<file path="config.mk">
export PLATFORM = sky130hd
export DESIGN_NAME = ddrbs_ctl_flat
export DESIGN_NICKNAME = d
export VERILOG_FILES = /design/src/ddrbs_pkg.sv /design/src/ddrbs_if.sv /design/src/ddrbs_ctl.sv /design/src/flat_wrapper.sv
export SDC_FILE = /design/constraint.sdc
export NUM_CORES = 1
export LEC_CHECK = 0
export ABC_AREA = 0
export BUFFER_PORTS_ARGS = -buffer_cell sky130_fd_sc_hd__buf_2
export CELL_PAD_IN_SITES_DETAIL_PLACEMENT = 1
export CELL_PAD_IN_SITES_GLOBAL_PLACEMENT = 1
export CORE_MARGIN = 2
export CORE_UTILIZATION = 43
export DETAILED_ROUTE_END_ITERATION = 7
export HOLD_SLACK_MARGIN = 0.03
export PLACE_DENSITY = 0.77
export SLEW_MARGIN = 10
export SYNTH_ARGS = -nofsm -noshare
export SYNTH_HDL_FRONTEND = slang
export SYNTH_SLANG_ARGS = --single-unit
</file>
<file path="constraint.sdc">
create_clock -name clk_i -period 16.2 [get_ports clk_i]
set_clock_uncertainty 0.15 [all_clocks]
set_input_delay 2.43 -clock clk_i [delete_from_list [all_inputs] [get_ports clk_i]]
set_output_delay 2.43 -clock clk_i [all_outputs]
set_load 0.01 [all_outputs]
</file>
<file path="src/ddrbs_pkg.sv">
// Shared constants and types for the burst SRAM port and its controller
package ddrbs_pkg;
	// Data organisation
	localparam int LANE_W = 9;
	localparam int DATA_W_DEF = 36;
	localparam int ADDR_W_DEF = 10;
	// Loop lock and impedance settle, in link clock cycles
	localparam int LOCK_CYCLES = 1024;
	localparam int LOCK_W = 11;
	localparam int IMP_SETTLE_CYCLES = 1024;
	// Controller clock and derived clock-stop time
	localparam int CLK_PERIOD_NS = 8;
	localparam int STOP_MIN_NS = 30;
	localparam int STOP_MIN_CYCLES = (STOP_MIN_NS + CLK_PERIOD_NS - 1) / CLK_PERIOD_NS;
	// Defaults for the divider and sequencing
	localparam int K_HALF_DEF = 10;
	localparam int K_HALF_MIN = 4;
	localparam int DOFF_HOLD_DEF = 16;
	localparam int STOP_CYCLES_DEF = 128;
	localparam int ABSENT_CYCLES_DEF = 64;
	localparam int CNT_W = 16;
	// Controller sequencing states
	typedef enum logic [3:0] {
		ST_OFF = 4'b0001,
		ST_LOCK = 4'b0010,
		ST_RUN = 4'b0100,
		ST_STOP = 4'b1000
	} ddrbs_ctl_state_type;
endpackage : ddrbs_pkg

</file>
<file path="src/ddrbs_if.sv">
// Pin bundle between the burst SRAM port and its memory controller
`timescale 1ns/1ps
`default_nettype none
interface ddrbs_if #(
	parameter int DATA_W = ddrbs_pkg::DATA_W_DEF,
	parameter int ADDR_W = ddrbs_pkg::ADDR_W_DEF
);
	localparam int LANES = DATA_W / ddrbs_pkg::LANE_W;
	// Clocks
	logic k;
	logic k_n;
	logic c;
	logic c_n;
	logic returned_strobe;
	logic returned_strobe_n;
	// Command, address and write data
	logic read_sel_n;
	logic write_sel_n;
	logic dll_on;
	logic [ADDR_W-1:0] addr_bus;
	logic [DATA_W-1:0] d;
	logic [LANES-1:0] lane_mask_n;
	// Read data; q_oe_n low while the device drives q
	logic [DATA_W-1:0] q;
	logic q_oe_n;

	modport mem (
		input k, k_n, c, c_n, read_sel_n, write_sel_n, dll_on, addr_bus, d, lane_mask_n,
		output returned_strobe, returned_strobe_n, q, q_oe_n
	);
	modport ctl (
		output k, k_n, c, c_n, read_sel_n, write_sel_n, dll_on, addr_bus, d, lane_mask_n,
		input returned_strobe, returned_strobe_n, q, q_oe_n
	);
endinterface : ddrbs_if
`default_nettype wire

</file>
<file path="src/ddrbs_ctl.sv">
// Controller end: makes the link clocks, sequences the loop, issues bursts
`timescale 1ns/1ps
`default_nettype none
module ddrbs_ctl #(
	parameter int DATA_W = ddrbs_pkg::DATA_W_DEF,
	parameter int ADDR_W = ddrbs_pkg::ADDR_W_DEF,
	parameter int K_HALF = ddrbs_pkg::K_HALF_DEF,
	parameter int DOFF_HOLD = ddrbs_pkg::DOFF_HOLD_DEF,
	parameter int STOP_CYCLES = ddrbs_pkg::STOP_CYCLES_DEF,
	parameter bit SINGLE_CLOCK = 1'b0
) (
	// Clock and reset
	input wire logic clk_i,
	input wire logic rst_i,
	// Link pins
	ddrbs_if.ctl link,
	// Read request and answer
	input wire logic rd_req_i,
	input wire logic [ADDR_W-1:0] rd_addr_i,
	output logic rd_ready_o,
	output logic rd_valid_o,
	output logic [2*DATA_W-1:0] rd_data_o,
	// Write request
	input wire logic wr_req_i,
	input wire logic [ADDR_W-1:0] wr_addr_i,
	input wire logic [2*DATA_W-1:0] wr_data_i,
	input wire logic [2*(DATA_W/ddrbs_pkg::LANE_W)-1:0] wr_mask_n_i,
	output logic wr_ready_o,
	// Clock stop and status
	input wire logic stop_req_i,
	output logic run_o
);
	localparam int LANES = DATA_W / ddrbs_pkg::LANE_W;
	localparam int CW = ddrbs_pkg::CNT_W;
	localparam logic [CW-1:0] PH_FALL = CW'(K_HALF - 1);
	localparam logic [CW-1:0] PH_PRE = CW'(K_HALF - 2);
	localparam logic [CW-1:0] PH_RISE = CW'(2 * K_HALF - 1);
	// Lines move one clock after each K edge, clear of both capture edges
	localparam logic [CW-1:0] PH_LOW_D = CW'(K_HALF);
	localparam logic [CW-1:0] PH_HIGH_D = '0;
	localparam logic [CW-1:0] HOLD_MAX = CW'(DOFF_HOLD);
	localparam logic [CW-1:0] STOP_MAX = CW'(STOP_CYCLES);
	localparam logic [CW-1:0] LOCK_MAX = CW'(ddrbs_pkg::LOCK_CYCLES);

	if (DATA_W != 9 && DATA_W != 18 && DATA_W != 36) begin : g_bad_width
		$error("DATA_W must be 9, 18 or 36");
	end
	if (K_HALF < ddrbs_pkg::K_HALF_MIN || STOP_CYCLES < ddrbs_pkg::STOP_MIN_CYCLES) begin : g_bad
		$error("K_HALF or STOP_CYCLES too small");
	end

	ddrbs_pkg::ddrbs_ctl_state_type state_q;
	logic [CW-1:0] ph_q;
	logic [CW-1:0] cnt_q;
	logic fall_ev;
	logic rise_ev;
	logic take_rd;
	logic take_wr;
	logic idle;
	logic a0_q;
	logic r1_q;
	logic r2_q;
	logic r3_q;
	logic [ADDR_W-1:0] waddr_q;
	logic [DATA_W-1:0] wd1_q;
	logic [LANES-1:0] wm1_q;
	logic [ADDR_W-1:0] raddr_q;
	logic [DATA_W-1:0] wd0_q;
	logic [LANES-1:0] wm0_q;
	logic [DATA_W-1:0] q_s1_q;
	logic [DATA_W-1:0] q_s2_q;

	// Divider events; the phase stands still while the clock is stopped
	assign fall_ev = (state_q != ddrbs_pkg::ST_STOP) && (ph_q == PH_FALL);
	assign rise_ev = (state_q != ddrbs_pkg::ST_STOP) && (ph_q == PH_RISE);
	assign take_rd = rd_req_i && rd_ready_o && fall_ev;
	assign take_wr = wr_req_i && wr_ready_o && fall_ev;
	// Nothing in flight: safe point to stop the clock
	assign idle = !take_rd && !take_wr && !a0_q && !r1_q && !r2_q && !r3_q;

	// Sequencer: loop off, lock wait, run, clock stop then relock
	always_ff @(posedge clk_i or posedge rst_i) begin
		if (rst_i) begin
			state_q <= ddrbs_pkg::ST_OFF;
			cnt_q <= '0;
		end else begin
			unique case (state_q)
				ddrbs_pkg::ST_OFF: begin
					cnt_q <= cnt_q + 1'b1;
					if (cnt_q == HOLD_MAX) begin
						state_q <= ddrbs_pkg::ST_LOCK;
						cnt_q <= '0;
					end
				end
				ddrbs_pkg::ST_LOCK: begin
					if (rise_ev) begin
						cnt_q <= cnt_q + 1'b1;
					end
					if (cnt_q == LOCK_MAX) begin
						state_q <= ddrbs_pkg::ST_RUN;
						cnt_q <= '0;
					end
				end
				ddrbs_pkg::ST_RUN: begin
					if (stop_req_i && fall_ev && idle) begin
						state_q <= ddrbs_pkg::ST_STOP;
					end
				end
				ddrbs_pkg::ST_STOP: begin
					cnt_q <= cnt_q + 1'b1;
					if (cnt_q >= STOP_MAX && !stop_req_i) begin
						state_q <= ddrbs_pkg::ST_LOCK;
						cnt_q <= '0;
					end
				end
			endcase
		end
	end

	// Clock generation; K is held low while stopped
	always_ff @(posedge clk_i or posedge rst_i) begin
		if (rst_i) begin
			ph_q <= '0;
			link.k <= 1'b1;
			link.k_n <= 1'b0;
			link.c <= 1'b1;
			link.c_n <= 1'b1;
			link.dll_on <= 1'b0;
		end else begin
			link.dll_on <= (state_q != ddrbs_pkg::ST_OFF);
			if (state_q == ddrbs_pkg::ST_STOP || (fall_ev && state_q == ddrbs_pkg::ST_RUN &&
				stop_req_i && idle)) begin
				link.k <= 1'b0;
				link.k_n <= 1'b1;
			end else begin
				ph_q <= rise_ev ? '0 : ph_q + 1'b1;
				link.k <= rise_ev ? 1'b1 : (fall_ev ? 1'b0 : link.k);
				link.k_n <= rise_ev ? 1'b0 : (fall_ev ? 1'b1 : link.k_n);
			end
			// Single-clock mode holds both C pins high from reset onward
			link.c <= SINGLE_CLOCK ? 1'b1 : link.k;
			link.c_n <= SINGLE_CLOCK ? 1'b1 : link.k_n;
		end
	end

	// Request slots, one cycle before each K fall
	always_ff @(posedge clk_i or posedge rst_i) begin
		if (rst_i) begin
			rd_ready_o <= 1'b0;
			wr_ready_o <= 1'b0;
			run_o <= 1'b0;
		end else begin
			rd_ready_o <= (state_q == ddrbs_pkg::ST_RUN) && !stop_req_i && (ph_q == PH_PRE);
			wr_ready_o <= (state_q == ddrbs_pkg::ST_RUN) && !stop_req_i && (ph_q == PH_PRE);
			run_o <= (state_q == ddrbs_pkg::ST_RUN);
		end
	end

	// Selects move at the K fall, as the device reads them only at K rise;
	// address, data and masks wait one clock so no capture edge sees them move
	always_ff @(posedge clk_i or posedge rst_i) begin
		if (rst_i) begin
			link.read_sel_n <= 1'b1;
			link.write_sel_n <= 1'b1;
			link.addr_bus <= '0;
			link.d <= '0;
			link.lane_mask_n <= '1;
			raddr_q <= '0;
			wd0_q <= '0;
			wm0_q <= '1;
			waddr_q <= '0;
			wd1_q <= '0;
			wm1_q <= '1;
		end else begin
			if (fall_ev) begin
				link.read_sel_n <= ~take_rd;
				link.write_sel_n <= ~take_wr;
				raddr_q <= rd_addr_i;
				wd0_q <= wr_data_i[DATA_W-1:0];
				wm0_q <= take_wr ? wr_mask_n_i[LANES-1:0] : '1;
				waddr_q <= wr_addr_i;
				wd1_q <= wr_data_i[2*DATA_W-1:DATA_W];
				wm1_q <= take_wr ? wr_mask_n_i[2*LANES-1:LANES] : '1;
			end
			if (ph_q == PH_LOW_D) begin
				link.addr_bus <= raddr_q;
				link.d <= wd0_q;
				link.lane_mask_n <= wm0_q;
			end else if (ph_q == PH_HIGH_D) begin
				link.addr_bus <= waddr_q;
				link.d <= wd1_q;
				link.lane_mask_n <= wm1_q;
			end
		end
	end

	// Read tracking: K rises t+1 and t+2 after the command cycle
	always_ff @(posedge clk_i or posedge rst_i) begin
		if (rst_i) begin
			a0_q <= 1'b0;
			r1_q <= 1'b0;
			r2_q <= 1'b0;
			r3_q <= 1'b0;
		end else begin
			if (fall_ev) begin
				a0_q <= take_rd;
			end
			if (rise_ev) begin
				r1_q <= a0_q;
				r2_q <= r1_q;
				r3_q <= r2_q;
			end
		end
	end

	// Read data pins pass two flops before being sampled mid half-cycle
	always_ff @(posedge clk_i or posedge rst_i) begin
		if (rst_i) begin
			q_s1_q <= '0;
			q_s2_q <= '0;
			rd_data_o <= '0;
			rd_valid_o <= 1'b0;
		end else begin
			q_s1_q <= link.q;
			q_s2_q <= q_s1_q;
			rd_valid_o <= fall_ev && r3_q;
			if (rise_ev && r2_q) begin
				rd_data_o[DATA_W-1:0] <= q_s2_q;
			end
			if (fall_ev && r3_q) begin
				rd_data_o[2*DATA_W-1:DATA_W] <= q_s2_q;
			end
		end
	end
endmodule : ddrbs_ctl
`default_nettype wire

</file>
<file path="src/flat_wrapper.sv">
// flat-port wrapper written by rule: the top's interface ports become plain ports
module ddrbs_ctl_flat 
#(
	parameter int DATA_W = ddrbs_pkg::DATA_W_DEF,
	parameter int ADDR_W = ddrbs_pkg::ADDR_W_DEF,
	parameter int K_HALF = ddrbs_pkg::K_HALF_DEF,
	parameter int DOFF_HOLD = ddrbs_pkg::DOFF_HOLD_DEF,
	parameter int STOP_CYCLES = ddrbs_pkg::STOP_CYCLES_DEF,
	parameter bit SINGLE_CLOCK = 1'b0
)
  (clk_i, rst_i, rd_req_i, rd_addr_i, rd_ready_o, rd_valid_o, rd_data_o, wr_req_i, wr_addr_i, wr_data_i, wr_mask_n_i, wr_ready_o, stop_req_i, run_o, link_k, link_k_n, link_c, link_c_n, link_read_sel_n, link_write_sel_n, link_dll_on, link_addr_bus, link_d, link_lane_mask_n, link_returned_strobe, link_returned_strobe_n, link_q, link_q_oe_n);
  ddrbs_if #(.DATA_W(DATA_W), .ADDR_W(ADDR_W)) link_i ();
  input wire logic clk_i;
  input wire logic rst_i;
  input wire logic rd_req_i;
  input wire logic [ADDR_W-1:0] rd_addr_i;
  output logic rd_ready_o;
  output logic rd_valid_o;
  output logic [2*DATA_W-1:0] rd_data_o;
  input wire logic wr_req_i;
  input wire logic [ADDR_W-1:0] wr_addr_i;
  input wire logic [2*DATA_W-1:0] wr_data_i;
  input wire logic [2*(DATA_W/ddrbs_pkg::LANE_W)-1:0] wr_mask_n_i;
  output logic wr_ready_o;
  input wire logic stop_req_i;
  output logic run_o;
  output wire logic [$bits(link_i.k)-1:0] link_k;
  output wire logic [$bits(link_i.k_n)-1:0] link_k_n;
  output wire logic [$bits(link_i.c)-1:0] link_c;
  output wire logic [$bits(link_i.c_n)-1:0] link_c_n;
  output wire logic [$bits(link_i.read_sel_n)-1:0] link_read_sel_n;
  output wire logic [$bits(link_i.write_sel_n)-1:0] link_write_sel_n;
  output wire logic [$bits(link_i.dll_on)-1:0] link_dll_on;
  output wire logic [$bits(link_i.addr_bus)-1:0] link_addr_bus;
  output wire logic [$bits(link_i.d)-1:0] link_d;
  output wire logic [$bits(link_i.lane_mask_n)-1:0] link_lane_mask_n;
  input wire logic [$bits(link_i.returned_strobe)-1:0] link_returned_strobe;
  input wire logic [$bits(link_i.returned_strobe_n)-1:0] link_returned_strobe_n;
  input wire logic [$bits(link_i.q)-1:0] link_q;
  input wire logic [$bits(link_i.q_oe_n)-1:0] link_q_oe_n;
  assign link_k = link_i.k;
  assign link_k_n = link_i.k_n;
  assign link_c = link_i.c;
  assign link_c_n = link_i.c_n;
  assign link_read_sel_n = link_i.read_sel_n;
  assign link_write_sel_n = link_i.write_sel_n;
  assign link_dll_on = link_i.dll_on;
  assign link_addr_bus = link_i.addr_bus;
  assign link_d = link_i.d;
  assign link_lane_mask_n = link_i.lane_mask_n;
  assign link_i.returned_strobe = link_returned_strobe;
  assign link_i.returned_strobe_n = link_returned_strobe_n;
  assign link_i.q = link_q;
  assign link_i.q_oe_n = link_q_oe_n;
  ddrbs_ctl #(.DATA_W(DATA_W), .ADDR_W(ADDR_W), .K_HALF(K_HALF), .DOFF_HOLD(DOFF_HOLD), .STOP_CYCLES(STOP_CYCLES), .SINGLE_CLOCK(SINGLE_CLOCK)) u_core (.clk_i(clk_i), .rst_i(rst_i), .link(link_i), .rd_req_i(rd_req_i), .rd_addr_i(rd_addr_i), .rd_ready_o(rd_ready_o), .rd_valid_o(rd_valid_o), .rd_data_o(rd_data_o), .wr_req_i(wr_req_i), .wr_addr_i(wr_addr_i), .wr_data_i(wr_data_i), .wr_mask_n_i(wr_mask_n_i), .wr_ready_o(wr_ready_o), .stop_req_i(stop_req_i), .run_o(run_o));
endmodule
</file>
==> flow_summary_export.csv, run 1 <==
group,metric,value,unit
grt,grt_max_degree,137,
floorplan,coreArea,29700,um2
place,portBuffers,273,
yosys,ys_async_sr_fraction,1.00,
sta,holdWs,0.190,ns
sta,relSlewSlack,0.320,
place,place_area,14800,um2
place,dp_slack,9.99,ns
layout,regArea,8630,um2
routing,drt_iter0_markers,407,
sta,hold_violations,0,
routing,routed_wl,32400,um
layout,layout_common_cells,"dfrtp_1, nand2_1, buf_2, nor2_1, mux2_2",
yosys,synth_top_area_share,0.626,
critical_path,startpoint_type,"input pin",
yosys,yosysSeqAreaShare,0.662,
sta,rsz0062_at_grt,"no",
sta,max_freq,0.184,GHz
yosys,synthFlopType,"dfrtp_1",
floorplan,initial_core_util,0.439,
sta,final.period_utilization,0.336,
clock_tree,cts_hold_buf,0,
yosys,synth_fp_nets,1270,
grt,grt_pass1_vias,9943,
clock_tree,clk_pin_slew,0.06,ns
min_path,hp-class,"flip-flop to flip-flop",
floorplan,die_height,178,um
clock_tree,cts.sinks,344,
floorplan,num_rows,63,
layout,nets,1541,
layout,drive_above_1_share,0.318,
layout,multi_input_area,4170,um2
grt,gr-total-overflow,0,
status,run_status,"completed",
run,drv_cap,0,
critical_path,cp-end-kind,"async pin",
routing,drt_pass1_iterations,4,
routing,wl_per_cell,17.9,um
yosys,synth_area_leader_cell,"dfrtp_1",
yosys,synth_seq_cells,344,
yosys,synth_area_leaders,"dfrtp_1, nand2_1, mux2_2",
clock_tree,cts_max_path_buffers,3,
sta,finalWorstSetupSlack,10.76,ns
power_and_ir_drop,total_leakage_power,7.91,nW
yosys,syn_avg_cell_area,11.6,um2
floorplan,dieArea,31700,um2
critical_path,worst-path-max-fanout,136,
grt,track_usage,0.207,
sta,setup_viol,0,
clock_tree,clockRootBuffer,"clkbuf_16",
routing,ant_nets,0,
sta,min_period,5.44,ns
critical_path,critPathRequiredTime,16.53,ns
clock_tree,cts_htree_levels,2,
layout,fillers,3221,
clock_tree,cts_resized,0,
power_and_ir_drop,power_density,107,nW/um2
sta,finalSetupTns,0,ns
place,gp_congestion,0.764,
critical_path,critical_path_class,"input pin to async pin",
power_and_ir_drop,ir_drop,0.0697,mV
clock_tree,numCtsBuffers,37,
floorplan,die_w,178,um
routing,num_vias,9111,
routing,post-route-drc-count,0,
clock_tree,cts_tree,"yes",
yosys,yosysUniqueCellTypes,46,
yosys,syn-cell-area,13000,um2
layout,final_util,0.537,
sta,worst_pin_slew,1.02,ns
floorplan,io_pins,277,
clock_tree,post-cts-setup-buffers,0,
routing,via_per_inst,5.02,
grt,antenna_found_initial,8,
yosys,yosysWarnings,0,
place,hpwl,20800,um
clock_tree,worstSkewPairLatency,0.51,ns
layout,syn_to_final_growth,22.5,%
yosys,netlist_instances,1120,
yosys,synth-edff-count,0,
layout,final_common_cell,"dfrtp_1",
layout,fin_area,16000,um2
sta,drv_slew,0,
critical_path,cp_data_arrival_time,5.77,ns
grt,grt_pass1_wl,52300,um
[metrics by stage]
stage	std cells	power (mW)
finish	1814	1.71
global route	1808	1.78
CTS	1806	1.73
detailed placement	1742	0.924
global placement	1742	0.922
floorplan	1120	0.899
[final cells by class]
cell class | instances | share of cell area
Multi-Input combinational cell | 711 | 0.261
Timing Repair Buffer | 284 | 0.0907
Tap cell | 390 | 0.0305
Sequential cell | 344 | 0.540
Clock buffer | 52 | 0.0678
Inverter | 13 | 0.00352
Clock inverter | 12 | 0.00478
Antenna cell | 8 | 0.00125
[sequential cells by signal, indices dropped and copies added, names as in the netlist, 10 cells and up]
register	flops
u_core.cnt_q	16
u_core.link.addr_bus	10
u_core.link.d	36
u_core.ph_q	16
u_core.q_s1_q	36
u_core.q_s2_q	36
u_core.raddr_q	10
u_core.rd_data_o	72
u_core.waddr_q	10
u_core.wd0_q	36
u_core.wd1_q	36
[final timing paths]
| check | to | depth (start not counted) | slack [ns] | startpoint |
|---|---|---|---|---|
| worst max-delay path | u_core.cnt_q[12]$_DFFE_PP0P_ | 5 | 10.76 | rst_i |
| worst min-delay path | u_core.q_s2_q[3]$_DFF_PP0_ | 0 | 0.19 | u_core.q_s1_q[3]$_DFF_PP0_ |
| worst max register to register | u_core.waddr_q[2]$_DFFE_PP0N_ | 6 | 13.23 | u_core.state_q[1]$_DFFE_PP0P_ |
| worst min register to register | u_core.q_s2_q[3]$_DFF_PP0_ | 0 | 0.19 | u_core.q_s1_q[3]$_DFF_PP0_ |
| max in group clk_i | u_core.ph_q[9]$_DFFE_PP0N_ | 7 | 12.39 | wr_req_i |
| min in group asynchronous | u_core.wd1_q[5]$_DFFE_PP0N_ | 2 | 1.95 | rst_i |
[critical path, cell delays in order]
cell	delay [ns]
buf_2	0.13
inv_8	0.59
buf_4	0.65
buf_4	0.86
buf_4	0.94
[kinds of logic after synthesis]
family / after synthesis / synth area share
compound gates: 97 / 0.0417
xor+xnor: 20 / 0.0134
fa+ha+maj: 6 / 0.00576
buf+inv: 65 / 0.0207
flops: 344 / 0.662
mux: 122 / 0.101
simple gates: 466 / 0.156
[power breakdown]
group,internal [mW],switching (mW)
Combinational,0.0126,0.0220
Sequential,0.869,0.00420
Clock,0.466,0.333
[cell usage after synthesis (3+ instances only)]
master,count
dfrtp_1,326
nand2_1,304
nor2_1,83
mux2_2,72
a21oi_1,60
mux2i_1,50
clkbuf_1,32
buf_2,18
dfstp_2,18
o21ai_0,16
nand3_1,14
inv_1,13
nor3_1,12
xor2_1,11
nand4_1,9
xnor2_1,9
and3_1,7
and4_1,7
ha_1,6
or4_1,6
o211ai_1,5
o31ai_1,4
nor4b_2,3
o2111ai_1,3
[per-layer routing]
layer  up-vias  GRT usage  share of wire
met3        63     0.0682          0.078
met2       246      0.346           0.48
met1      4524      0.260           0.42
met4         8     0.0550          0.024
met5         -          0         0.0016
li1       4270          -              -
No activity file was read; power rests on OpenSTA's default activity.
==> run 2, diff against run 1 <==
ABC_AREA = 1   (was 0)
CORE_UTILIZATION = 42   (was 43)
clock period = 5.4 ns   (was 16.2 ns; I/O delays follow)
==> run 2 against run 1 <==
Clock power grew to 3.3 times the previous value. Synthesized cell count is 24% higher. Sequential share of layout area fell by 2.3 points. Clock-buffer cell count grew 8. Utilization shrank 2.2 points. Final cell count rose by 17%. Wire length rose by 7.2%. Sequential cell count stayed put. Sequential power grew to 3.1 times the previous value. Highest routed layer unchanged. Combinational power grew to 6.3 times the previous value. Final area rose by 4.5%. Largest power group unchanged. Worst setup slack worse by 8.5 ns. Critical path type is now flip-flop to flip-flop.
==> flow_summary_export.csv, run 2 <==
group,metric,value,unit
clock_tree,cts_max_path_buffers,3,
grt,met1_usage,0.248,
clock_tree,post-cts-setup-buffers,0,
grt,gr-total-overflow,0,
grt,antenna_found_initial,7,
routing,drt_pass1_iterations,4,
min_path,holdPathStages,0,
clock_tree,cts_hold_buf,0,
clock_tree,cts_resized,0,
critical_path,critPathRequiredTime,5.65,ns
layout,fin_area,16700,um2
clock_tree,clk_pin_slew,0.06,ns
floorplan,dieArea,34200,um2
floorplan,coreArea,32400,um2
layout,fillers,3732,
critical_path,critical_path_class,"flip-flop to flip-flop",
yosys,yosysMostFrequentCell,"nand2_1",
yosys,netlist_instances,1393,
place,gp_congestion,0.817,
place,portBuffers,273,
clock_tree,cts_tree,"yes",
sta,holdWs,0.195,ns
yosys,synth_area_leaders,"dfrtp_1, nand2_1, o21ai_0",
yosys,syn_avg_cell_area,9.88,um2
layout,finalNonFillerCells,2129,
grt,grt_util_met2,0.358,
min_path,hp-class,"flip-flop to flip-flop",
routing,ant_nets,0,
routing,post-route-drc-count,0,
layout,largest_reg_flops,72,
floorplan,num_rows,66,
min_path,min_to,"u_core.q_s2_q[22]$_DFF_PP0_",
sta,min_period,3.17,ns
sta,setup_viol,0,
place,hpwl,23100,um
clock_tree,cts.sinks,344,
sta,max_freq,0.315,GHz
yosys,synth_top_area_share,0.593,
layout,drive_above_1_share,0.256,
critical_path,r2r_end,"u_core.link.k_n$_DFFE_PP0P_",
grt,grt_max_degree,172,
routing,via_per_inst,4.87,
power_and_ir_drop,power_density,330,nW/um2
routing,drt_iter0_markers,472,
critical_path,worst-path-max-fanout,56,
place,place_area,15400,um2
power_and_ir_drop,fin_total_pwr,5.51,mW
yosys,synth_seq_cells,344,
yosys,yosysUniqueCellTypes,39,
grt,globalRouteMet3Util,0.0694,
critical_path,r2r_start,"u_core.state_q[1]$_DFFE_PP0P_",
yosys,synth_fp_nets,1543,
routing,wl_per_cell,16.3,um
grt,busiest_layer,"met2",
clock_tree,worstSkewPairLatency,0.52,ns
sta,rsz0062_at_grt,"no",
clock_tree,cts_htree_levels,2,
critical_path,ff2ff_setup_slack,2.23,ns
yosys,ys_async_sr_fraction,1.00,
routing,routed_wl,34800,um
min_path,hold_start,"u_core.q_s1_q[22]$_DFF_PP0_",
sta,drv_slew,0,
grt,grt_pass1_vias,11200,
status,run_status,"completed",
critical_path,cp-end-kind,"flip-flop",
yosys,synth-edff-count,0,
run,drv_cap,0,
layout,final_util,0.516,
place,dp_cells,2055,
clock_tree,numCtsBuffers,38,
layout,final_common_cell,"nand2_1",
yosys,yosysWarnings,0,
yosys,syn-cell-area,13800,um2
critical_path,reg2regPathDepth,9,
yosys,synth_area_leader_cell,"dfrtp_1",
sta,finalSetupTns,0,ns
layout,nets,1803,
layout,regMostFlops,"u_core.rd_data_o",
yosys,yosysSeqAreaShare,0.627,
floorplan,die_height,185,um
layout,layout_common_cells,"nand2_1, dfrtp_1, buf_2, inv_1, o21ai_0",
sta,finalWorstSetupSlack,2.23,ns
grt,grt_pass1_wl,57000,um
power_and_ir_drop,total_leakage_power,8.70,nW
sta,final.period_utilization,0.587,
yosys,synthFlopType,"dfrtp_1",
floorplan,io_pins,277,
sta,relSlewSlack,0.264,
sta,hold_violations,0,
clock_tree,clockRootBuffer,"clkbuf_16",
routing,num_vias,10400,
layout,syn_to_final_growth,21.4,%
critical_path,startpoint_type,"flip-flop",
grt,track_usage,0.206,
floorplan,initial_core_util,0.425,
floorplan,die_w,185,um
yosys,ys_top_cells_by_count,"nand2_1, dfrtp_1, inv_1, o21ai_0, o21ai_1",
sta,worst_pin_slew,1.10,ns
critical_path,cp_data_arrival_time,3.42,ns
power_and_ir_drop,ir_drop,0.222,mV
place,dp_slack,2.20,ns
-- run 2: how the worst max path moves through the flow --
| stage | from | end | slack [ns] | cells after the start |
|---|---|---|---|---|
| after floorplan | rst_i | u_core.a0_q$_DFFE_PP0N_ | -0.15 | 1 |
| after global placement | u_core.state_q[1]$_DFFE_PP0P_ | u_core.link.k_n$_DFFE_PP0P_ | 2.25 | 9 |
| after detailed placement | u_core.state_q[1]$_DFFE_PP0P_ | u_core.link.k_n$_DFFE_PP0P_ | 2.20 | 9 |
| after CTS | u_core.state_q[1]$_DFFE_PP0P_ | u_core.link.k_n$_DFFE_PP0P_ | 2.18 | 9 |
| after global routing | u_core.state_q[1]$_DFFE_PP0P_ | u_core.link.k_n$_DFFE_PP0P_ | 1.96 | 9 |
| final | u_core.state_q[1]$_DFFE_PP0P_ | u_core.link.k_n$_DFFE_PP0P_ | 2.23 | 9 |
-- run 2: worst max-delay path, cell delays in order, from the launching register on --
cell	delay, ns
dfrtp_1	0.39
nor2_1	0.18
nand3_2	0.36
nand3_2	0.24
buf_4	0.59
nor3_1	0.09
nand2_1	0.36
nand2_2	0.39
o21bai_1	0.26
inv_1	0.06
-- run 2: cells by family after synthesis --
kind of cell,after synthesis,share of synthesized area
xor gates and xnor gates,21,0.0134
buffers and inverters,197,0.0643
muxes,50,0.0409
and+or+nand+nor,558,0.166
adders and majority gates,6,0.00546
DFF,344,0.627
AOI/OAI and AO/OA,217,0.0823
-- run 2: final cells by class --
| cell class | count | area (um2) | share of cell area |
|---|---|---|---|
| diodes | 4 | 10.0 | 0.000599 |
| flip-flops and latches | 344 | 8630 | 0.517 |
| repair buffers | 282 | 1460 | 0.0874 |
| clock buffers | 60 | 1150 | 0.0691 |
| well taps | 442 | 553 | 0.0331 |
| multi-input cells | 852 | 4250 | 0.255 |
| inverters | 135 | 513 | 0.0307 |
| clock inverters | 10 | 125 | 0.00749 |
-- run 2: where the power goes --
part	switching [mW]	leakage (nW)	total, mW	internal, mW
Combinational	0.130	3.84	0.218	0.0882
Clock	1.03	0.627	2.60	1.57
Sequential	0.0307	4.23	2.69	2.66
-- run 2: layer usage --
layer | part of all wire | up-vias | wire length (um)
li1 | - | 4978 | -
met1 | 0.41 | 5098 | 14200
met2 | 0.49 | 238 | 17000
met3 | 0.083 | 56 | 2900
met4 | 0.018 | 8 | 642
met5 | 0.0012 | - | 41
